[src/core/rxf_pkg.sv]
package rxf_pkg;

  // ---------------------------------------------------------------
  // register map (byte addresses)
  // ---------------------------------------------------------------
  localparam logic [7:0] ADDR_NODE_LO = 8'h00;
  localparam logic [7:0] ADDR_NODE_HI = 8'h04;
  localparam logic [7:0] ADDR_HASH_LO = 8'h08;
  localparam logic [7:0] ADDR_HASH_HI = 8'h0C;
  localparam logic [7:0] ADDR_MODE = 8'h10;
  localparam logic [7:0] ADDR_DESC_ST = 8'h14;
  localparam logic [7:0] ADDR_BUF_ADDR = 8'h18;
  localparam logic [7:0] ADDR_IRQ_ST = 8'h1C;
  localparam logic [7:0] ADDR_IRQ_MASK = 8'h20;
  localparam logic [7:0] ADDR_ACCEPT = 8'h24;

  // ---------------------------------------------------------------
  // mode control register fields
  // ---------------------------------------------------------------
  localparam int MODE_DIS_BCAST = 14;
  localparam int MODE_PROM = 15;
  localparam int MODE_TX_FCS_DIS = 3;
  localparam logic [15:0] MODE_RESET = 16'h0000;

  // ---------------------------------------------------------------
  // descriptor status byte (upper byte of rx_descriptor_word1)
  // ---------------------------------------------------------------
  localparam int ST_OWN = 7;
  localparam int ST_ERR = 6;
  localparam int ST_FRAMING_ERROR_FLAG = 5;
  localparam int ST_OVERFLOW_FLAG = 4;
  localparam int ST_CRC = 3;
  localparam int ST_BUFFER_ERROR_FLAG = 2;
  localparam int ST_ENP = 0;

  // interrupt status bits
  localparam int IRQ_ACCEPT = 0;
  localparam int IRQ_REJECT = 1;
  localparam int IRQ_DESC = 2;
  localparam int IRQ_W = 3;

  localparam int ADDR_BITS = 48;
  localparam int HASH_BITS = 6;
  localparam logic [31:0] CRC_POLY = 32'h04C11DB7;
  localparam logic [31:0] CRC_INIT = 32'hFFFFFFFF;
  localparam logic [1:0] HTRANS_NONSEQ = 2'h2;

  typedef struct packed {
    logic valid;
    logic [31:0] addr;
    logic write;
  } rxf_bus_req_t;

  // per-frame receive result presented at end of frame
  typedef struct packed {
    logic framing_error_flag;
    logic overflow_flag;
    logic crc;
    logic buffer_error_flag;
    logic end_of_frame_flag;
  } rxf_frame_st_t;

endpackage
[src/core/rxf_filter.sv]
`timescale 1ns/100ps
module rxf_filter #(
  parameter int ADDR_W = 48
) (
  // clock and reset
  input wire logic i_clock,
  input wire logic i_rst_n,
  // ahb-lite slave
  input wire logic i_hsel,
  input wire logic [31:0] i_haddr,
  input wire logic [1:0] i_htrans,
  input wire logic i_hwrite,
  input wire logic [2:0] i_hsize,
  input wire logic [31:0] i_hwdata,
  input wire logic i_hready,
  output logic [31:0] o_hrdata,
  output logic o_hreadyout,
  output logic o_hresp,
  // receive bit stream from the decoder, wire order
  input wire logic i_rx_active,
  input wire logic i_rx_bit_valid,
  input wire logic i_rx_bit,
  // init block mode word load
  input wire logic i_init_mode_load,
  input wire logic [15:0] i_init_mode,
  // end of frame status from the receive path
  input wire logic i_frame_done,
  input wire rxf_pkg::rxf_frame_st_t i_frame_st,
  input wire logic i_next_own,
  input wire logic i_next_polled,
  // filter outcome, mode word and interrupt
  output logic o_addr_done,
  output logic o_accept,
  output logic [15:0] o_tx_fcs_mode,
  output logic o_irq
);

  // ---------------------------------------------------------------
  // state
  // ---------------------------------------------------------------
  logic [47:0] node_q, node_d;
  logic [63:0] hash_q, hash_d;
  logic [15:0] mode_q, mode_d;
  logic [7:0] desc_st_q, desc_st_d;
  logic [23:0] buf_q, buf_d;
  logic [2:0] irq_st_q, irq_st_d;
  logic [2:0] irq_mask_q, irq_mask_d;
  logic [31:0] rdata_q, rdata_d;
  logic [15:0] acc_cnt_q, acc_cnt_d;

  logic [47:0] da_q, da_d;
  logic [5:0] cnt_q, cnt_d;
  logic [31:0] crc_q, crc_d;
  logic done_q, done_d;
  logic acc_q, acc_d;
  logic irq_q, irq_d;

  rxf_pkg::rxf_bus_req_t req_q, req_d;

  // ---------------------------------------------------------------
  // address decode function
  // ---------------------------------------------------------------
  function automatic logic [31:0] reg_read(input logic [7:0] a,
      input logic [47:0] n, input logic [63:0] h, input logic [15:0] m,
      input logic [7:0] s, input logic [23:0] b, input logic [2:0] st,
      input logic [2:0] mk, input logic [15:0] ac);
    logic [31:0] r;
    r = 32'h0000_0000;
    unique case (a)
      rxf_pkg::ADDR_NODE_LO: r = n[31:0];
      rxf_pkg::ADDR_NODE_HI: r = {16'h0000, n[47:32]};
      rxf_pkg::ADDR_HASH_LO: r = h[31:0];
      rxf_pkg::ADDR_HASH_HI: r = h[63:32];
      rxf_pkg::ADDR_MODE: r = {16'h0000, m};
      rxf_pkg::ADDR_DESC_ST: r = {24'h000000, s};
      rxf_pkg::ADDR_BUF_ADDR: r = {8'h00, b};
      rxf_pkg::ADDR_IRQ_ST: r = {29'h00000000, st};
      rxf_pkg::ADDR_IRQ_MASK: r = {29'h00000000, mk};
      rxf_pkg::ADDR_ACCEPT: r = {16'h0000, ac};
      default: r = 32'h0000_0000;
    endcase
    return r;
  endfunction

  // ---------------------------------------------------------------
  // address filter
  // ---------------------------------------------------------------
  logic is_logical, is_bcast, phys_hit, hash_hit, prom, dis_bc, fb;
  logic [5:0] hidx;
  always_comb begin
    prom = mode_q[rxf_pkg::MODE_PROM];
    dis_bc = mode_q[rxf_pkg::MODE_DIS_BCAST];
    fb = crc_q[31] ^ i_rx_bit;
    crc_d = crc_q;
    da_d = da_q;
    cnt_d = cnt_q;
    done_d = 1'b0;
    acc_d = acc_q;
    is_logical = da_q[0];
    is_bcast = &da_q;
    phys_hit = !is_logical && (da_q == node_q);
    // crc register is msb first, so its top six bits form the index
    hidx = crc_q[31:26];
    hash_hit = hash_q[hidx];
    if (!i_rx_active) begin
      cnt_d = 6'd0;
      crc_d = rxf_pkg::CRC_INIT;
    end else if (i_rx_bit_valid && cnt_q < 6'(rxf_pkg::ADDR_BITS)) begin
      // wire order fills bit 0 first, matching node address layout
      da_d = {i_rx_bit, da_q[47:1]};
      crc_d = {crc_q[30:0], 1'b0} ^ (fb ? rxf_pkg::CRC_POLY : 32'h0);
      cnt_d = cnt_q + 6'd1;
    end else if (cnt_q == 6'(rxf_pkg::ADDR_BITS)) begin
      cnt_d = cnt_q + 6'd1;
      done_d = 1'b1;
      if (is_bcast) begin
        acc_d = !dis_bc || prom;
      end else if (is_logical) begin
        acc_d = hash_hit || prom;
      end else begin
        acc_d = phys_hit || prom;
      end
    end
  end

  // ---------------------------------------------------------------
  // descriptor status and registers
  // ---------------------------------------------------------------
  logic wr_en;
  logic [2:0] ev;
  always_comb begin
    req_d = req_q;
    node_d = node_q;
    hash_d = hash_q;
    mode_d = mode_q;
    desc_st_d = desc_st_q;
    buf_d = buf_q;
    irq_mask_d = irq_mask_q;
    acc_cnt_d = acc_cnt_q;
    rdata_d = rdata_q;
    ev = 3'b000;
    wr_en = req_q.valid && req_q.write;
    if (wr_en) begin
      unique case (req_q.addr[7:0])
        // loader keeps node bit 0 clear; stored as written
        rxf_pkg::ADDR_NODE_LO: node_d[31:0] = i_hwdata;
        rxf_pkg::ADDR_NODE_HI: node_d[47:32] = i_hwdata[15:0];
        rxf_pkg::ADDR_HASH_LO: hash_d[31:0] = i_hwdata;
        rxf_pkg::ADDR_HASH_HI: hash_d[63:32] = i_hwdata;
        rxf_pkg::ADDR_MODE: mode_d = i_hwdata[15:0];
        rxf_pkg::ADDR_DESC_ST: desc_st_d[rxf_pkg::ST_OWN] =
            i_hwdata[rxf_pkg::ST_OWN];
        rxf_pkg::ADDR_BUF_ADDR: buf_d = i_hwdata[23:0];
        rxf_pkg::ADDR_IRQ_MASK: irq_mask_d = i_hwdata[2:0];
        default: ;
      endcase
    end
    if (i_init_mode_load) begin
      mode_d = i_init_mode;
    end
    if (done_q) begin
      ev[rxf_pkg::IRQ_ACCEPT] = acc_q;
      ev[rxf_pkg::IRQ_REJECT] = !acc_q;
      if (acc_q) begin
        acc_cnt_d = acc_cnt_q + 16'd1;
      end
    end
    if (i_frame_done && desc_st_q[rxf_pkg::ST_OWN]) begin
      ev[rxf_pkg::IRQ_DESC] = 1'b1;
      desc_st_d[rxf_pkg::ST_ENP] = i_frame_st.end_of_frame_flag;
      desc_st_d[rxf_pkg::ST_OVERFLOW_FLAG] = i_frame_st.overflow_flag;
      desc_st_d[rxf_pkg::ST_FRAMING_ERROR_FLAG] = i_frame_st.framing_error_flag;
      desc_st_d[rxf_pkg::ST_CRC] = i_frame_st.crc;
      desc_st_d[rxf_pkg::ST_BUFFER_ERROR_FLAG] = i_frame_st.buffer_error_flag ||
          (!i_frame_st.end_of_frame_flag && (!i_next_own || !i_next_polled));
      desc_st_d[rxf_pkg::ST_ERR] = i_frame_st.framing_error_flag || i_frame_st.overflow_flag ||
          i_frame_st.crc || desc_st_d[rxf_pkg::ST_BUFFER_ERROR_FLAG];
      desc_st_d[rxf_pkg::ST_OWN] = 1'b0;
    end
    // set wins over a write-one-to-clear in the same cycle
    irq_st_d = (irq_st_q & ~((wr_en &&
        req_q.addr[7:0] == rxf_pkg::ADDR_IRQ_ST) ? i_hwdata[2:0] : 3'b000))
        | ev;
    irq_d = |(irq_st_d & irq_mask_d);
    req_d.valid = i_hsel && i_hready && i_htrans == rxf_pkg::HTRANS_NONSEQ;
    req_d.addr = i_haddr;
    req_d.write = i_hwrite;
    if (req_d.valid && !i_hwrite) begin
      rdata_d = reg_read(i_haddr[7:0], node_d, hash_d, mode_d, desc_st_d,
          buf_d, irq_st_d, irq_mask_d, acc_cnt_d);
    end
  end

  // ---------------------------------------------------------------
  // registers
  // ---------------------------------------------------------------
  always_ff @(posedge i_clock) begin
    if (!i_rst_n) begin
      node_q <= '0;
      hash_q <= '0;
      mode_q <= rxf_pkg::MODE_RESET;
      desc_st_q <= '0;
      buf_q <= '0;
      irq_st_q <= '0;
      irq_mask_q <= '0;
      rdata_q <= '0;
      acc_cnt_q <= '0;
      da_q <= '0;
      cnt_q <= '0;
      crc_q <= rxf_pkg::CRC_INIT;
      done_q <= 1'b0;
      acc_q <= 1'b0;
      irq_q <= 1'b0;
      req_q <= '0;
    end else begin
      node_q <= node_d;
      hash_q <= hash_d;
      mode_q <= mode_d;
      desc_st_q <= desc_st_d;
      buf_q <= buf_d;
      irq_st_q <= irq_st_d;
      irq_mask_q <= irq_mask_d;
      rdata_q <= rdata_d;
      acc_cnt_q <= acc_cnt_d;
      da_q <= da_d;
      cnt_q <= cnt_d;
      crc_q <= crc_d;
      done_q <= done_d;
      acc_q <= acc_d;
      irq_q <= irq_d;
      req_q <= req_d;
    end
  end

  assign o_hrdata = rdata_q;
  assign o_hreadyout = 1'b1;
  assign o_hresp = 1'b0;
  assign o_addr_done = done_q;
  assign o_accept = acc_q;
  assign o_tx_fcs_mode = mode_q;
  assign o_irq = irq_q;

  // ---------------------------------------------------------------
  // checks
  // ---------------------------------------------------------------
  a_bcast_disabled: assert property (@(posedge i_clock) disable iff (!i_rst_n)
    done_d && is_bcast && dis_bc && !prom |=> !o_accept)
    else $error("disabled broadcast accepted");
  a_bcast_open: assert property (@(posedge i_clock) disable iff (!i_rst_n)
    done_d && is_bcast && (!dis_bc || prom) |=> o_accept)
    else $error("broadcast rejected");
  a_hash_empty: assert property (@(posedge i_clock) disable iff (!i_rst_n)
    done_d && is_logical && !is_bcast && hash_q == 64'h0 && !prom
    |=> !o_accept)
    else $error("empty mask accepted logical");
  a_hash_pick: assert property (@(posedge i_clock) disable iff (!i_rst_n)
    done_d && is_logical && !is_bcast && hash_q[crc_q[31:26]]
    |=> o_accept)
    else $error("hash hit rejected");
  a_phys_match: assert property (@(posedge i_clock) disable iff (!i_rst_n)
    done_d && !da_q[0] && da_q == node_q |=> o_accept)
    else $error("physical match rejected");
  a_phys_miss: assert property (@(posedge i_clock) disable iff (!i_rst_n)
    done_d && !da_q[0] && da_q != node_q && !prom |=> !o_accept)
    else $error("unmatched frame kept");
  a_err_sum: assert property (@(posedge i_clock) disable iff (!i_rst_n)
    $rose(desc_st_q[rxf_pkg::ST_ERR]) |-> desc_st_q[rxf_pkg::ST_CRC] ||
    desc_st_q[rxf_pkg::ST_FRAMING_ERROR_FLAG] || desc_st_q[rxf_pkg::ST_OVERFLOW_FLAG] ||
    desc_st_q[rxf_pkg::ST_BUFFER_ERROR_FLAG])
    else $error("error summary without cause");
  a_own_drop: assert property (@(posedge i_clock) disable iff (!i_rst_n)
    i_frame_done && desc_st_q[rxf_pkg::ST_OWN] |=>
    !desc_st_q[rxf_pkg::ST_OWN] && o_irq == |(irq_st_q & irq_mask_q))
    else $error("ownership not returned");
  a_mode_copy: assert property (@(posedge i_clock) disable iff (!i_rst_n)
    i_init_mode_load |=> o_tx_fcs_mode == $past(i_init_mode))
    else $error("mode word not copied");
  c_bcast: cover property (@(posedge i_clock) done_q && &da_q && acc_q);
  c_hash: cover property (@(posedge i_clock) done_q && da_q[0] && acc_q);
  c_desc: cover property (@(posedge i_clock) i_frame_done && i_frame_st.crc);

endmodule

[config.mk]
export PLATFORM = sky130hd
export DESIGN_NAME = rxf_filter
export DESIGN_NICKNAME = d
export VERILOG_FILES = /design/src/core/rxf_pkg.sv /design/src/core/rxf_filter.sv
export SDC_FILE = /design/constraint.sdc
export NUM_CORES = 1
export LEC_CHECK = 0
export ABC_AREA = 1
export BUFFER_PORTS_ARGS = -buffer_cell sky130_fd_sc_hd__buf_2
export CELL_PAD_IN_SITES_DETAIL_PLACEMENT = 0
export CELL_PAD_IN_SITES_GLOBAL_PLACEMENT = 1
export CORE_MARGIN = 2
export CORE_UTILIZATION = 38
export DETAILED_ROUTE_END_ITERATION = 7
export GPL_TIMING_DRIVEN = 0
export PLACE_DENSITY_LB_ADDON = 0.1
export SYNTH_ARGS = -nofsm -noshare
export SYNTH_HDL_FRONTEND = slang
export SYNTH_SLANG_ARGS = --single-unit
[constraint.sdc]
create_clock -name i_clock -period 1.7 [get_ports i_clock]
set_input_delay 0.17 -clock i_clock [delete_from_list [all_inputs] [get_ports i_clock]]
set_output_delay 0.17 -clock i_clock [all_outputs]
set_load 0.01 [all_outputs]
==> flow_results.org <==
** Drt
- The routed layout has between 15000 and 20000 vias.
- Vias per cell :: ~5.3
- The first detailed-routing pass ran for 7 iterations.
- The count of nets left with antenna violations once routing finished came out at 0.
- Starting DRC count in detailed routing :: 1328
- After detailed routing, the total wire length is approximately 63000 µm.
- Dividing the detail-routed wire length by the instance count gives ~21 µm.
- In the routed design, unresolved DRC markers number 0.

** Min path
- Type of the most critical hold path :: input pin to flip-flop
- Worst Min Path Start :: i_hwdata[0]
- The worst hold path passes through 3 cells.
- Endpoint with the worst hold slack :: node_q[0]$_SDFF_PN0_

** Worst setup path
- R2R depth :: 12
- The critical path in this run is classified as flip-flop to flip-flop.
- Data on the critical path arrives at its endpoint at 2550 ps.
- For this run, the slowest stage of the critical path takes 320 ps.
- Minimum setup slack among reg-to-reg paths :: -440 ps
- The number of buffers and inverters on the critical path is 2.
- Startpoint types :: flip-flop
- Among all stages on the critical path, the largest delay is contributed by dfxtp_2.
- Cell breakdown of the critical path :: nor2_4, nand3_2, nor2_4, nand2_4, buf_8, buf_8, o211ai_1, nand3_1, nor2_2, nand3_1, nand2_1, a21oi_1
- The startpoint identified for the worst register-to-register timing path is req_q[2]$_SDFF_PN0_.
- Among cell families on the critical path, the largest total delay comes from simple AND/OR/NAND/NOR gates.
- Kind of capture point of the worst setup path :: flip-flop
- Largest driver fanout on the critical path :: 5
- Capture point of the worst reg-to-reg path :: o_hrdata[13]$_SDFFE_PN0P_
- Data required time at the worst endpoint :: 2120 ps

** Floorplan
- DIE AREA :: 41070 µm²
- Rows :: a little over 70
- I/O Pins :: about 160
- Standard cell core area :: 38830 µm²
- From left edge to right edge, the die measures between 200 and 250 µm.
- Initial Util :: roughly two fifths
- The die is 202.7 µm tall.

** Finish
- Commonest cells after routing, fill and taps aside :: nand2_1 (390), dfxtp_1 (301), nor2_1 (267)
- In the final layout, the share of cells above drive strength 1 is 24.77%.
- Final #Nets :: about 2500
- 0 antenna diodes ended up in the layout.
- Commonest non-fill, non-tap cell in the layout :: nand2_1
- Area delta synth->final :: 33.72%
- Measured on the finished design, the core utilization comes to roughly 52%.
- Counting the fill cells in the layout gives 3929.

** Logic synthesis
- Unique cell type count in the Yosys netlist :: 48
- During synthesis, Yosys emitted a total of 0 warnings.
- Flop and latch count out of synthesis :: 312
- After synthesis, the largest family of logic cells by area is simple AND/OR/NAND/NOR gates.
- Share of Yosys cell area claimed by the top area cell type :: 41.65%
- Proportion of synthesized flip-flops having asynchronous set or reset :: 0%
- The synthesized design spends more area on one cell type than any other, namely dfxtp_1.
- Summing the areas of all compound-gate instances in the mapped netlist gives 17.25% of the synthesized area.
- After synthesis, the mean cell area works out to 6.907 µm².
- Gate count of the mapped netlist :: 2171
- Share of synthesized area spent on multiplexers :: 0.5340%
- In the synthesized netlist the dominant register cell turns out to be dfxtp_1.
- The number of nets handed over by synthesis was approximately 2300.
- Yosys attributes the largest share of cell area to dfxtp_1 (42%), nand2_1 (11%), nor2_1 (7.4%), inv_1 (5.6%), o21ai_0 (5.6%).
- The synthesized netlist devotes 0.2503% of its cell area to adder and majority cells.
- Number of synthesized flops with an enable pin :: 0
- The synthesized netlist devotes 1.168% of its cell area to XOR and XNOR gates.
- Synthesized-area fraction occupied by and/or/nand/nor cells :: 29.28%
- The mapped netlist covers 15000 µm².
- Sequential cells were found to cover 41.65% of the synthesized design area.

** STA
- Number of setup violations in the final report :: 59
- Final Hold Fails :: 0
- The worst path in the final design needs a cycle of 2139 ps, including I/O delays and setup.
- Setup repair after global routing could not meet its margin everywhere.
- In this run the tightest slew margin relative to its limit is between 20% and 30%.
- Dividing the final minimum period by the clock period gives 125.8%.
- Timing would allow up to 467.4 MHz.
- Final hold analysis gives a worst-case slack of 10.35 ps.
- After layout, the worst setup slack is -439.4 ps.
- Actual slew at the worst max-slew pin :: around 1100 ps
- The number of slew-limit violations in the final report is 0.
- For the final database, setup skew stands at 19.99 ps.

** CTS
- The H-tree generated during clock tree synthesis spans 2 levels.
- Clock buffer depth :: 3
- CTS buffer count :: 38
- Root buffer cell :: clkbuf_16
- TritonCTS Sinks :: 312
- Clock-pin slew was measured on the worst setup and hold paths at 60 ps.
- The later pin in the worst-skew pair is clocked with a latency of about 560 ps.
- CTS tree :: done

** GRT
- GRT Residual Overflow :: 0
- Pin count of the biggest net entering global routing :: 13
- Vias in the first global route :: 14940
- The first global-routing pass estimated 91580 µm of wire.
- Global routing consumed, over all layers together, 29.80% of the routing resources.
- Number of antenna violations at the first check in global routing :: 1

** Placement
- Port Buffers :: 123
- Before CTS, the worst setup slack after placement is -1108 ps.
- The congestion estimate from routability-driven global placement came to ~0.93.
- Half-perimeter wire length after placement :: 46490 µm

** Flow run
- Max-cap violations in this run came to 0.

** Pwr
- Total Power :: 0.01700 W
- Total power density per cell area :: 847.6 nW/µm²
- IR analysis of the VDD net gives a maximum drop of 0.5636 mV.
- Leakage power summed over all cells :: 8.662 nW

** Outcome
- Violations in the final reports :: setup timing
- The flow ran to the end, but the final reports show violations.
## Yosys cell counts, types with 14 or more instances
cell type,number
inv_1,224
or2_2,24
clkbuf_1,74
o21ai_0,168
a21oi_1,112
buf_2,26
xor2_1,14
nand2_1,448
nand3_1,149
or2_1,18
o21ai_1,52
or2_0,18
nor2_1,296
o22ai_1,28
dfxtp_1,312
nand4_1,27
o211ai_1,54
## worst max-delay path by stage
| stage | end | cells after the start | startpoint |
|---|---|---|---|
| 2_1_floorplan | o_hrdata[12]$_SDFFE_PN0P_ | 11 | acc_cnt_q[0]$_SDFF_PN0_ |
| 3_3_place_gp | o_hrdata[13]$_SDFFE_PN0P_ | 9 | i_htrans[1] |
| 3_5_place_dp | o_hrdata[13]$_SDFFE_PN0P_ | 9 | i_htrans[1] |
| 4_1_cts | o_hrdata[13]$_SDFFE_PN0P_ | 12 | req_q[1]$_SDFF_PN0_ |
| 5_1_grt | o_hrdata[12]$_SDFFE_PN0P_ | 12 | req_q[2]$_SDFF_PN0_ |
| 6_report | o_hrdata[13]$_SDFFE_PN0P_ | 12 | req_q[2]$_SDFF_PN0_ |
## registers in the layout, summed over array words and instances (netlist names)
| name | flops |
|---|---|
| o_tx_fcs_mode | 16 |
| o_addr_done | 1 |
| irq_mask_q | 3 |
| req_q | 10 |
| node_q | 48 |
| hash_q | 64 |
| o_accept | 1 |
| cnt_q | 6 |
| crc_q | 32 |
| o_hrdata | 32 |
| irq_st_q | 3 |
| desc_st_q | 7 |
| da_q | 48 |
| buf_q | 24 |
| o_irq | 1 |
| acc_cnt_q | 16 |
## report_power, final
part / switching, W / total (W) / internal (W) / leakage (nW)
logic: 0.000901 / 0.00136 / 0.000456 / 5.53
clock network: 0.00336 / 0.00806 / 0.00470 / 0.598
registers: 0.000135 / 0.00758 / 0.00744 / 2.53
total: 0.00440 / 0.0170 / 0.0126 / 8.66
## timing repair
action,CTS,global route
hold buffers,38,0
resized for setup,237,282
hold endpoints to repair,49,0
buffers inserted,35,24
setup endpoints to repair,211,188
cloned,4,8
pin swaps,55,105
## layer usage
layer  up-vias  part of all wire, %  global-route usage (%)
met5         -                    0                       0
met4         0                  3.6                   10.58
met3       126                  7.0                   4.687
met2       574                   45                   47.95
met1      7518                   44                   40.50
li1       7601                    -                       -
## cell type report
cell class | count | area (µm²) | share of cell area (%)
Timing Repair Buffer | 226 | 1699 | 8.474
Timing Repair inverter | 1 | 5.005 | 0.02496
Buffer | 116 | 917.1 | 4.574
Clock inverter | 10 | 65.06 | 0.3245
Sequential cell | 312 | 6262 | 31.23
Multi-Input combinational cell | 1505 | 8357 | 41.68
Tap cell | 518 | 648.1 | 3.232
Clock buffer | 58 | 1157 | 5.772
Inverter | 235 | 940.9 | 4.692
## per-stage QoR
stage / cells / setup TNS (ps) / instance area, µm²
6_report: 2981 / -12500 / 20050
2_1_floorplan: 2171 / 0 / 15000
5_1_grt: 2981 / -17910 / 20050
4_1_cts: 2955 / -13590 / 18910
3_5_place_dp: 2812 / -106890 / 16260
3_3_place_gp: 2812 / -98930 / 16260
## kinds of logic (layout without fill, tap and decap cells)
logic type / Yosys count / count (layout)
AND/OR/NAND/NOR: 1022 / 1022
AO/OA/AOI/OAI: 450 / 450
buffers and inverters: 354 / 646
flip-flops: 312 / 312
XOR/XNOR: 20 / 20
multiplexers: 8 / 8
adder cells (fa/ha/maj): 3 / 3
other: 2 / 2
## tightest hold or removal path, delay by kind of cell
| family | cells | cell delay, ps |
|---|---|---|
| simple gates | 1 | 40 |
| compound gates | 1 | 140 |
| buf+inv | 1 | 170 |
Power figures use the tool's default switching activity.
